File: src/common/sysint_pkg.sv
// Purpose: Shared constants for the supply monitor and reset flag block.
// Assumes: AXI4-Lite slave with 32-bit data, one aligned word per register.
// Notes: Byte offsets, field positions, reset values and delay counts live here.
// How it works
// - Comparator result shows as read-only live flag in control/status bit 5.
// - Auxiliary detection runs only while the low-voltage detector option is on.
// - Bit 7 selects comparator input: 0 main supply, 1 external detect pin.
// - With enable bit 6 set, every flag change, rise or fall, requests an interrupt.
// - Pending request clears by hardware when the CPU enters its service routine.
// - Flag reads 0 above rising threshold and 1 below falling threshold.
// - Flag changes inside the 256 or 4096 cycle reset delay raise no interrupt.
// - Slow rise with early enable gives two interrupts: at enable and at threshold.
// - Enable set after the threshold already crossed gives exactly one interrupt.
// - In wait mode the unit runs and its interrupt wakes the device.
// - In halt mode the register is frozen and no wakeup is produced.
// - Request reaches the CPU only when enabled and CPU interrupt mask clear.
// - Bit 4 set by low-voltage reset, cleared only by software writing zero.
// - Pin and watchdog resets leave the low-voltage reset flag unchanged.
// - Bit 0 set by watchdog reset, cleared by zero write or low-voltage reset.
// - Control and reserved bits reset to zero; flag bits follow hardware.
package sysint_pkg;
  localparam logic [3:0] OFS_CTRL_STATUS = 4'h0;
  localparam logic [3:0] OFS_IRQ_STATUS = 4'h4;
  localparam logic [3:0] OFS_IRQ_MASK = 4'h8;
  localparam int BIT_SRC_SEL = 7;
  localparam int BIT_IRQ_EN = 6;
  localparam int BIT_AUX_FLAG = 5;
  localparam int BIT_LV_RST = 4;
  localparam int BIT_WDG_RST = 0;
  localparam logic [7:0] CTRL_WRITE_MASK = 8'hC0;
  localparam logic [7:0] CTRL_RESET = 8'h00;
  localparam int IRQ_BIT_AUX = 0;
  localparam logic [1:0] IRQ_RESET = 2'h0;
  localparam int IRQ_BIT_RESET_CAUSE = 1;
  localparam int RESET_DELAY_SHORT = 256;
  localparam int RESET_DELAY_LONG = 4096;
  localparam logic [1:0] RESP_OKAY = 2'h0;
  localparam logic [1:0] RESP_SLVERR = 2'h2;
  typedef enum logic [0:0] {
    PH_DELAY,
    PH_RUN
  } phase_type;
endpackage : sysint_pkg

File: src/design/supply_monitor_reset_flags.sv
// Purpose: Auxiliary voltage monitor flag, change interrupt and reset cause flags.
// Assumes: Comparator output is asynchronous; other inputs are synchronous to aclk.
// Notes: Reset flags survive aresetn and are loaded from cause inputs during reset.
//
// The address map and the AXI4-Lite slave port were left to the implementer.
`timescale 1ns/10ps
module supply_monitor_reset_flags
  import sysint_pkg::*;
#(
  parameter int DELAY_SHORT = RESET_DELAY_SHORT,
  parameter int DELAY_LONG = RESET_DELAY_LONG
) (
  input wire logic aclk,
  input wire logic aresetn,
  input wire logic [3:0] s_axi_awaddr,
  input wire logic s_axi_awvalid,
  output logic s_axi_awready,
  input wire logic [31:0] s_axi_wdata,
  input wire logic [3:0] s_axi_wstrb,
  input wire logic s_axi_wvalid,
  output logic s_axi_wready,
  output logic [1:0] s_axi_bresp,
  output logic s_axi_bvalid,
  input wire logic s_axi_bready,
  input wire logic [3:0] s_axi_araddr,
  input wire logic s_axi_arvalid,
  output logic s_axi_arready,
  output logic [31:0] s_axi_rdata,
  output logic [1:0] s_axi_rresp,
  output logic s_axi_rvalid,
  input wire logic s_axi_rready,
  input wire logic comparator_out,
  input wire logic lvd_option_enable,
  input wire logic reset_delay_long,
  input wire logic lvd_reset_cause,
  input wire logic watchdog_reset_cause,
  input wire logic cpu_interrupt_mask,
  input wire logic isr_enter,
  input wire logic wait_mode,
  input wire logic halt_mode,
  output logic monitor_source_select,
  output logic detector_enable,
  output logic aux_irq_request,
  output logic wakeup_request,
  output logic irq
);

  logic sync1_q, sync2_q;
  logic flag_q, flag_d;
  logic src_sel_q, src_sel_d;
  logic irq_en_q, irq_en_d;
  logic lv_rst_q, lv_rst_d;
  logic wdg_rst_q, wdg_rst_d;
  logic pending_q, pending_d;
  logic [1:0] irq_stat_q, irq_stat_d;
  logic [1:0] irq_mask_q, irq_mask_d;
  logic [12:0] dly_cnt_q, dly_cnt_d;
  phase_type phase_q, phase_d;
  logic bvalid_q, bvalid_d;
  logic [1:0] bresp_q, bresp_d;
  logic rvalid_q, rvalid_d;
  logic [1:0] rresp_q, rresp_d;
  logic [31:0] rdata_q, rdata_d;
  logic wr_fire, rd_fire, aux_event, en_rise, flag_change;
  logic [7:0] ctrl_view;
  logic [12:0] dly_len;

  // Two-stage synchronizer; the first stage feeds only the second.
  always_ff @(posedge aclk) begin
    if (!aresetn) begin
      sync1_q <= 1'b0;
      sync2_q <= 1'b0;
    end else begin
      sync1_q <= comparator_out;
      sync2_q <= sync1_q;
    end
  end

  // Control/status view: source select, enable, live flag, reset flags.
  assign ctrl_view = {src_sel_q, irq_en_q, flag_q, lv_rst_q, 3'h0, wdg_rst_q};

  // AXI handshake: a write is taken when address and data are both offered.
  assign wr_fire = s_axi_awvalid && s_axi_wvalid && !bvalid_q;
  assign rd_fire = s_axi_arvalid && !rvalid_q;
  assign s_axi_awready = s_axi_awvalid && s_axi_wvalid && !bvalid_q;
  assign s_axi_wready = s_axi_awvalid && s_axi_wvalid && !bvalid_q;
  assign s_axi_arready = !rvalid_q;
  assign s_axi_bvalid = bvalid_q;
  assign s_axi_bresp = bresp_q;
  assign s_axi_rvalid = rvalid_q;
  assign s_axi_rresp = rresp_q;
  assign s_axi_rdata = rdata_q;

  // Bus response channel next values.
  always_comb begin
    bvalid_d = bvalid_q;
    bresp_d = bresp_q;
    rvalid_d = rvalid_q;
    rresp_d = rresp_q;
    rdata_d = rdata_q;
    if (bvalid_q && s_axi_bready) begin
      bvalid_d = 1'b0;
    end
    if (wr_fire) begin
      bvalid_d = 1'b1;
      bresp_d = (s_axi_awaddr == OFS_CTRL_STATUS || s_axi_awaddr == OFS_IRQ_STATUS ||
                 s_axi_awaddr == OFS_IRQ_MASK) ? RESP_OKAY : RESP_SLVERR;
    end
    if (rvalid_q && s_axi_rready) begin
      rvalid_d = 1'b0;
    end
    if (rd_fire) begin
      rvalid_d = 1'b1;
      rresp_d = RESP_OKAY;
      unique case (s_axi_araddr)
        OFS_CTRL_STATUS: rdata_d = {24'h000000, ctrl_view};
        OFS_IRQ_STATUS: rdata_d = {30'h00000000, irq_stat_q};
        OFS_IRQ_MASK: rdata_d = {30'h00000000, irq_mask_q};
        default: begin
          rdata_d = 32'h00000000;
          rresp_d = RESP_SLVERR;
        end
      endcase
    end
  end

  always_ff @(posedge aclk) begin
    if (!aresetn) begin
      bvalid_q <= 1'b0;
      bresp_q <= RESP_OKAY;
      rvalid_q <= 1'b0;
      rresp_q <= RESP_OKAY;
      rdata_q <= 32'h00000000;
    end else begin
      bvalid_q <= bvalid_d;
      bresp_q <= bresp_d;
      rvalid_q <= rvalid_d;
      rresp_q <= rresp_d;
      rdata_q <= rdata_d;
    end
  end

  // Reset delay phase after release; flag changes in it raise nothing.
  assign dly_len = reset_delay_long ? 13'(DELAY_LONG) : 13'(DELAY_SHORT);
  always_comb begin
    phase_d = phase_q;
    dly_cnt_d = dly_cnt_q;
    unique case (phase_q)
      PH_DELAY: begin
        dly_cnt_d = dly_cnt_q + 13'h0001;
        if (dly_cnt_q == dly_len - 13'h0001) begin
          phase_d = PH_RUN;
        end
      end
      PH_RUN: dly_cnt_d = dly_cnt_q;
    endcase
  end

  always_ff @(posedge aclk) begin
    if (!aresetn) begin
      phase_q <= PH_DELAY;
      dly_cnt_q <= 13'h0000;
    end else begin
      phase_q <= phase_d;
      dly_cnt_q <= dly_cnt_d;
    end
  end

  // Events: flag toggles and the enable being turned on, both after the delay.
  assign flag_change = (flag_d != flag_q);
  assign en_rise = irq_en_d && !irq_en_q;
  assign aux_event = (phase_q == PH_RUN) && (flag_change || en_rise);

  // Control/status register and pending request next values; register frozen in halt, pending still cleared by isr_enter.
  always_comb begin
    src_sel_d = src_sel_q;
    irq_en_d = irq_en_q;
    lv_rst_d = lv_rst_q;
    wdg_rst_d = wdg_rst_q;
    flag_d = lvd_option_enable ? sync2_q : 1'b0;
    pending_d = pending_q;
    if (halt_mode) begin
      flag_d = flag_q;
    end else if (wr_fire && s_axi_awaddr == OFS_CTRL_STATUS && s_axi_wstrb[0]) begin
      src_sel_d = s_axi_wdata[BIT_SRC_SEL];
      irq_en_d = s_axi_wdata[BIT_IRQ_EN];
      if (!s_axi_wdata[BIT_LV_RST]) begin
        lv_rst_d = 1'b0;
      end
      if (!s_axi_wdata[BIT_WDG_RST]) begin
        wdg_rst_d = 1'b0;
      end
    end
    if (isr_enter) begin
      pending_d = 1'b0;
    end
    if (aux_event && irq_en_d && !halt_mode) begin
      pending_d = 1'b1;
    end
    if (!irq_en_d) begin
      pending_d = 1'b0;
    end
  end

  // Reset flags are not cleared by aresetn; the reset cause loads them instead.
  always_ff @(posedge aclk) begin
    if (!aresetn) begin
      src_sel_q <= CTRL_RESET[BIT_SRC_SEL];
      irq_en_q <= CTRL_RESET[BIT_IRQ_EN];
      flag_q <= CTRL_RESET[BIT_AUX_FLAG];
      pending_q <= 1'b0;
      if (lvd_reset_cause) begin
        lv_rst_q <= 1'b1;
        wdg_rst_q <= 1'b0;
      end else if (watchdog_reset_cause) begin
        wdg_rst_q <= 1'b1;
      end
    end else begin
      src_sel_q <= src_sel_d;
      irq_en_q <= irq_en_d;
      flag_q <= flag_d;
      pending_q <= pending_d;
      lv_rst_q <= lv_rst_d;
      wdg_rst_q <= wdg_rst_d;
    end
  end

  // Sticky interrupt status with write-one-to-clear; a new event beats the clear.
  always_comb begin
    irq_stat_d = irq_stat_q;
    irq_mask_d = irq_mask_q;
    if (wr_fire && s_axi_wstrb[0]) begin
      if (s_axi_awaddr == OFS_IRQ_STATUS) begin
        irq_stat_d = irq_stat_q & ~s_axi_wdata[1:0];
      end
      if (s_axi_awaddr == OFS_IRQ_MASK) begin
        irq_mask_d = s_axi_wdata[1:0];
      end
    end
    if (aux_event && !halt_mode && irq_en_d) begin
      irq_stat_d[IRQ_BIT_AUX] = 1'b1;
    end
    if (phase_q == PH_DELAY && dly_cnt_q == 13'h0000 && (lv_rst_q || wdg_rst_q)) begin
      irq_stat_d[IRQ_BIT_RESET_CAUSE] = 1'b1;
    end
  end

  always_ff @(posedge aclk) begin
    if (!aresetn) begin
      irq_stat_q <= IRQ_RESET;
      irq_mask_q <= IRQ_RESET;
    end else begin
      irq_stat_q <= irq_stat_d;
      irq_mask_q <= irq_mask_d;
    end
  end

  // Outputs toward the analog comparator and the CPU.
  assign monitor_source_select = src_sel_q;
  assign detector_enable = lvd_option_enable;
  assign aux_irq_request = pending_q && irq_en_q && !cpu_interrupt_mask;
  assign wakeup_request = aux_irq_request && wait_mode && !halt_mode;
  assign irq = |(irq_stat_q & irq_mask_q);
endmodule : supply_monitor_reset_flags

File: config.mk
export PLATFORM = sky130hd
export DESIGN_NAME = supply_monitor_reset_flags
export DESIGN_NICKNAME = d
export VERILOG_FILES = /design/src/common/sysint_pkg.sv /design/src/design/supply_monitor_reset_flags.sv
export SDC_FILE = /design/constraint.sdc
export NUM_CORES = 1
export LEC_CHECK = 0
export BUFFER_PORTS_ARGS = -buffer_cell sky130_fd_sc_hd__buf_2
export CELL_PAD_IN_SITES_DETAIL_PLACEMENT = 0
export CELL_PAD_IN_SITES_GLOBAL_PLACEMENT = 2
export CORE_MARGIN = 2
export CORE_UTILIZATION = 25
export CTS_BUF_LIST = sky130_fd_sc_hd__clkbuf_2
export DETAILED_ROUTE_END_ITERATION = 10
export PLACE_DENSITY = 0.87
export SLEW_MARGIN = 25
export SYNTH_ARGS = -nofsm -noshare
export SYNTH_HDL_FRONTEND = slang
export SYNTH_SLANG_ARGS = --single-unit
File: constraint.sdc
create_clock -name aclk -period 1.8 [get_ports aclk]
set_clock_uncertainty 0.1 [all_clocks]
set_input_delay 0.54 -clock aclk [delete_from_list [all_inputs] [get_ports aclk]]
set_output_delay 0.54 -clock aclk [all_outputs]
set_load 0.05 [all_outputs]
==> impl_metrics.yaml, run 1 <==
final_layout:
  instances_no_fill: 368
  final_cell_area_um2: 2380
  diodes: 0
  drive_gt1_share_pct: 34.6
  fin_util_pct: 32.5
  final_nets: 330
  areaGrowthSynthToFinish_pct: 24.3
clock_tree:
  cts-buffers-inserted: 5
  clk_transition_reported_paths_ns: 0.17
  cts_tree: "yes"
  clockBufferDepth: 2
  cts-root-buf: "clkbuf_2"
  clock_sinks: 36
  insertion_delay_ns: 0.39
  h-tree-depth: 2
worst_hold_path:
  worstHoldStart: "comparator_out"
  min_to: "sync1_q"
  hold_class: "primary input to register"
  whs_path_depth: 2
floorplanning:
  rows: 31
  dieArea_um2: 8370
  fp.coreArea_um2: 7330
  die_h_um: 91.5
  io-pin-count: 106
  fp.dieW_um: 91.5
  initial_core_util_pct: 26.1
synth:
  synth_warnings: 0
  yosysSeqAreaShare_pct: 38.7
  synthXorXnorAreaFrac_pct: 5.49
  synth_seq_cells: 36
  synth.top_cell.area_share_pct: 35.6
  yosysTopAreaCell: "dfxtp_1"
  synth_edf_count: 2
  synth_simple_gate_area_share_pct: 25.9
  synth_common_cells: "dfxtp_1 (34), nor2_1 (33), buf_4 (30), nand2_1 (10)"
  synth_mux_area_share_pct: 3.86
  synth_most_common_cell: "dfxtp_1"
  synth.distinct_cells: 44
  synth_compound_area_share_pct: 9.87
  synthCells: 208
  syn_area_um2: 1910
  synth_fa_ha_area_share_pct: 1.31
  synthTopCellsByArea: "dfxtp_1 (36%), buf_4 (12%), nor2_1 (6.5%), xnor2_1 (3.2%), mux2i_1 (3.1%)"
  synthesis.area_per_instance_um2: 9.20
  async_reset_ff_share_pct: 0
  synth_top_family_by_area: "simple AND/OR/NAND/NOR gates"
  synth_ff_type: "dfxtp_1"
detailed_routing:
  drt_pass1_iterations: 4
  first_iter_violations: 62
  routed_via_density: 4.20
  wl_per_cell_um: 10.5
  drt-total-wl_um: 3860
  vias: 1544
  drc: 0
  drtAntennaViolNets: 0
sta:
  drv_slew: 0
  setup_viol: 3
  fin_crit_sh_pct: 106
  setup-tns-final_ns: -0.169
  max_freq_mhz: 522
  rsz0062_at_grt: "true"
  finalHoldViolCount: 0
  fin_crit_ns: 1.91
  setup_ws_ns: -0.114
placed_design:
  dpl_cell_area_um2: 2220
  dp_cells: 355
  port_buffers: 47
  gp_congestion: 0.713
  hpwlAfterDp_um: 2940
critical_path:
  crit_arrival_ns: 1.27
  crit_type: "register to output port"
  crit_fanout: 2
  crit_required_ns: 1.16
  r2r_end: "wdg_rst_q"
  rr_worst_depth: 6
  timing.rr.start: "s_axi_bvalid"
  regToRegSetupSlack_ns: 0.16
  crit_path_start_kind: "register"
  end_kind: "output port"
outcome:
  violations: "setup timing"
  status: "finished with violations"
global_routing:
  first_global_vias: 1411
  grt_overflow: 0
  grt_antenna_before_repair: 0
  grt_max_degree: 22
  grt_pass1_wl_um: 6290
  gr-usage-all-layers_pct: 9.38
job:
  maxCapViolations: 0
power:
  fin_total_pwr_mw: 1.72
  leakage_nw: 1.05
  power_density_nw_per_um2: 721
  max-vdd-ir-drop_uv: 304
-- flip-flops by register name (all words and copies together) (netlist names) --
signal	flops
dly_cnt_q	13
flag_q	1
irq_en_q	1
irq_mask_q	2
irq_stat_q	2
lv_rst_q	1
monitor_source_select	1
pending_q	1
phase_q	1
s_axi_bresp	1
s_axi_bvalid	1
s_axi_rdata	6
s_axi_rresp	1
s_axi_rvalid	1
sync1_q	1
sync2_q	1
wdg_rst_q	1
-- critical path, cell delays in order (launching register included) --
cell	delay, ns
dfxtp_2	0.39
nand2_4	0.06
nor4b_4	0.26
buf_6	0.19
-- routing by layer --
layer  GRT usage, %  part of all wire (%)  wire length (um)
met5              0                     0                 0
met4           4.17                   2.0                77
met3           2.66                   5.7               221
met2           14.4                    44              1700
met1           12.2                    48              1860
-- power by group --
| group | total (mW) | switching, mW | internal (mW) |
|---|---|---|---|
| combinational | 0.350 | 0.257 | 0.0939 |
| clock | 0.519 | 0.280 | 0.239 |
| sequential | 0.845 | 0.0172 | 0.828 |
| total | 1.72 | 0.554 | 1.16 |
-- cells by family (layout without fill, tap and decap cells) --
family	count (synthesis)	after routing
compound gates	25	25
xor+xnor	12	12
flops	36	36
buf+inv	44	78
other cells	1	28
simple gates	81	81
fa+ha+maj	2	2
mux	7	7
-- layout by cell type, fill, tap and decap left out, types with 3 or more instances in the layout --
cell / n
nand2b_1: 4
xor2_1: 5
buf_6: 3
nand4_1: 3
o21ai_0: 3
xnor2_1: 7
nand2_1: 9
dfxtp_1: 28
dfxtp_2: 6
a22oi_1: 6
nor4_2: 4
nor3_1: 4
nor2_1: 32
a21oi_1: 7
buf_2: 41
buf_4: 16
nand3_1: 3
clkbuf_2: 6
nand3b_1: 3
inv_1: 7
mux2i_1: 6
conb_1: 28
-- worst max-delay path by stage --
| stage | from | endpoint | slack [ns] | depth (start not counted) |
|---|---|---|---|---|
| 2_1_floorplan | halt_mode | wakeup_request | -0.03 | 1 |
| 3_3_place_gp | s_axi_awaddr[1] | wdg_rst_q | -0.11 | 5 |
| 3_5_place_dp | s_axi_awaddr[1] | wdg_rst_q | -0.10 | 5 |
| 4_1_cts | pending_q | wakeup_request | -0.14 | 3 |
| 5_1_grt | pending_q | wakeup_request | -0.20 | 3 |
| 6_report | pending_q | wakeup_request | -0.11 | 3 |
-- through the flow --
step,worst slack [ns],hold WS [ns]
after floorplan,-0.0315,0.312
after global placement,-0.113,0.316
after detailed placement,-0.101,0.322
after CTS,-0.143,0.235
after global routing,-0.196,0.231
final,-0.114,0.255
-- area by class of cell --
type / count / area, um2
clock buffers: 6 / 30.0
clock inverters: 2 / 35.0
fillers: 777 / 4950
inverters: 7 / 26.3
multi-input cells: 155 / 1020
flip-flops and latches: 36 / 748
well taps: 99 / 124
repair buffers: 63 / 397
-- timing repair --
| item | in CTS | in global routing |
|---|---|---|
| setup endpoints to repair | 5 | 6 |
| setup buffers | 4 | 1 |
| resized for setup | 19 | 2 |
| pin swaps | 1 | 0 |
| hold buffers | 0 | 0 |
Note: power is estimated with default switching activity, not from simulation.
==> run 2, diff against run 1 <==
--- a/config.mk
+++ b/config.mk
@@ -5,14 +5,15 @@
 export SDC_FILE = /design/constraint.sdc
 export NUM_CORES = 1
 export LEC_CHECK = 0
+export ABC_AREA = 1
 export BUFFER_PORTS_ARGS = -buffer_cell sky130_fd_sc_hd__buf_2
 export CELL_PAD_IN_SITES_DETAIL_PLACEMENT = 0
 export CELL_PAD_IN_SITES_GLOBAL_PLACEMENT = 2
 export CORE_MARGIN = 2
-export CORE_UTILIZATION = 25
+export CORE_UTILIZATION = 24
 export CTS_BUF_LIST = sky130_fd_sc_hd__clkbuf_2
 export DETAILED_ROUTE_END_ITERATION = 10
-export PLACE_DENSITY = 0.87
+export PLACE_DENSITY = 0.88
 export SLEW_MARGIN = 25
 export SYNTH_ARGS = -nofsm -noshare
 export SYNTH_HDL_FRONTEND = slang
==> run 2 against run 1 <==
  * Via count is 15% higher
  * Sequential share of layout area down 0.73 points
  * Die area grew 7.8%
  * Setup slack lost 0.0051 ns
  * Synthesized cell count is 31% higher
  * Non-clock buffer count is the same
  * Largest cell class unchanged
  * Sequential power is 0.7% higher
  * Combinational power up 9.7%
  * The run still ends with setup timing left
  * Flip-flop and latch count unchanged
  * Clock-buffer cell count rose by 1
==> impl_metrics.yaml, run 2 <==
outcome:
  status: "finished with violations"
  violations: "setup timing"
sta:
  fin_crit_sh_pct: 107
  fin_crit_ns: 1.92
  finalHoldViolCount: 0
  setup_ws_ns: -0.120
  setup_viol: 2
  setup-tns-final_ns: -0.202
  max_freq_mhz: 521
  drv_slew: 0
  rsz0062_at_grt: "true"
critical_path:
  crit_fanout: 2
  crit_required_ns: 1.16
  crit_type: "register to output port"
  end_kind: "output port"
  crit_path_start_kind: "register"
  crit_arrival_ns: 1.28
synth:
  async_reset_ff_share_pct: 0
  yosysTopAreaCell: "dfxtp_1"
  synth_ff_type: "dfxtp_1"
  syn_area_um2: 1990
  yosysSeqAreaShare_pct: 37.3
  synthTopCellsByArea: "dfxtp_1 (34%), buf_4 (11%), nor2_1 (7.2%), nand2_1 (6.8%), inv_1 (4.7%)"
  synth_seq_cells: 36
  synth.distinct_cells: 30
  synth_edf_count: 2
  synth.top_cell.area_share_pct: 34.3
  synthesis.area_per_instance_um2: 7.30
  synth_common_cells: "nor2_1 (38), nand2_1 (36), dfxtp_1 (34), buf_4 (30), inv_1 (25)"
  synth_most_common_cell: "nor2_1"
  synthCells: 272
  synth_warnings: 0
detailed_routing:
  drt-total-wl_um: 4330
  vias: 1774
  drtAntennaViolNets: 0
  wl_per_cell_um: 9.85
  drt_pass1_iterations: 4
  drc: 0
  first_iter_violations: 75
  routed_via_density: 4.03
final_layout:
  regMostFlops: "dly_cnt_q"
  fin_util_pct: 30.1
  mostFrequentLayoutCells: "buf_2 (42), nor2_1 (37), nand2_1 (35)"
  instances_no_fill: 440
  final_nets: 396
  diodes: 0
  final_common_cell: "buf_2"
  drive_gt1_share_pct: 33.7
  areaGrowthSynthToFinish_pct: 23.0
  largest_reg_flops: 13
  final_cell_area_um2: 2440
clock_tree:
  cts_tree: "yes"
  insertion_delay_ns: 0.38
  h-tree-depth: 2
  cts-buffers-inserted: 5
  cts_hold_buf: 0
  clock_sinks: 36
  clockBufferDepth: 2
  clk_transition_reported_paths_ns: 0.19
  cts-root-buf: "clkbuf_2"
global_routing:
  met3_usage_pct: 3.03
  first_global_vias: 1644
  grt-busiest-layer: "met2"
  grt_antenna_before_repair: 0
  grtUsageMet2_pct: 16.1
  grt_pass1_wl_um: 7400
  gr-usage-all-layers_pct: 10.5
  grt_overflow: 0
  gr-usage-met1_pct: 14.0
  grt_max_degree: 14
power:
  max-vdd-ir-drop_uv: 182
  power_density_nw_per_um2: 653
  leakage_nw: 1.11
placed_design:
  dp_cells: 426
  hpwlAfterDp_um: 3470
  dpl_cell_area_um2: 2320
  port_buffers: 47
  gp_congestion: 0.768
worst_hold_path:
  hold_class: "primary input to register"
floorplanning:
  dieArea_um2: 9020
  die_h_um: 95.0
  fp.coreArea_um2: 8130
  rows: 33
  fp.dieW_um: 95.0
  io-pin-count: 106
  initial_core_util_pct: 24.4
job:
  maxCapViolations: 0
run 2: cell count changes in the layout (fill, tap and decap cells not counted), moves of 7 or more:
| cell | previous run | this run |
|---|---|---|
| o21ai_1 | 0 | 12 |
| a21oi_1 | 7 | 17 |
| xnor2_1 | 7 | 0 |
| inv_2 | 0 | 10 |
| inv_1 | 7 | 23 |
| nand2_1 | 9 | 35 |
run 2: through the flow:
stage / power (mW) / setup WS (ns) / hold WS (ns)
final: 1.60 / -0.120 / 0.242
after floorplan: 1.20 / -0.295 / 0.290
after CTS: 1.62 / -0.153 / 0.210
after global routing: 1.69 / -0.230 / 0.221
after global placement: 1.24 / -0.0902 / 0.298
after detailed placement: 1.24 / -0.0917 / 0.305
run 2: worst paths after layout:
check | start | end | slack (ns) | cells past startpoint
setup / recovery | pending_q | wakeup_request | -0.12 | 5
hold / removal | comparator_out | sync1_q | 0.24 | 3
setup reg to reg | s_axi_bvalid | wdg_rst_q | 0.21 | 8
hold reg to reg | sync1_q | sync2_q | 0.33 | 2
run 2: critical path, cell delays in order (launching register included):
cell and delay, ns:
dfxtp_2 0.37, inv_2 0.04, nor3_4 0.17, nand2_2 0.09, nor2_4 0.08, buf_6 0.16
run 2: cells by family (layout without fill, tap and decap cells):
family                   Yosys count  count (layout)  share of synthesized area, %
flip-flops                        36              36                          37.3
other                              1              28                         0.189
buffers and inverters             70             106                          19.2
adder cells (fa/ha/maj)            2               2                          1.26
AND/OR/NAND/NOR                  121             121                          30.6
AO/OA/AOI/OAI                     42              42                          11.5
run 2: repair_timing:
| action | 4_1_cts | 5_1_grt |
|---|---|---|
| cloned | 0 | 0 |
| setup endpoints to repair | 5 | 6 |
| setup buffers | 4 | 2 |
| pin swaps | 3 | 1 |
| gates resized for setup | 13 | 4 |
run 2: cell type report:
| type | count | area, um2 |
|---|---|---|
| flip-flops and latches | 36 | 751 |
| inverters | 35 | 138 |
| repair buffers | 63 | 387 |
| fillers | 900 | 5690 |
| clock buffers | 7 | 35.0 |
| multi-input cells | 193 | 1000 |
| clock inverters | 1 | 3.75 |
| well taps | 105 | 131 |
run 2: layer usage:
| metal | up-vias | share of wire [%] |
|---|---|---|
| li1 | 938 | - |
| met1 | 773 | 48 |
| met2 | 59 | 45 |
| met3 | 4 | 6.3 |
| met4 | 0 | 1.1 |
| met5 | - | 0 |
run 2: power by group:
| part | internal (mW) | leakage [nW] | switching [mW] | total, mW |
|---|---|---|---|---|
| combinational | 0.0910 | 0.783 | 0.293 | 0.384 |
| clock | 0.104 | 0.0306 | 0.259 | 0.363 |
| sequential | 0.833 | 0.299 | 0.0174 | 0.851 |
| total | 1.03 | 1.11 | 0.569 | 1.60 |
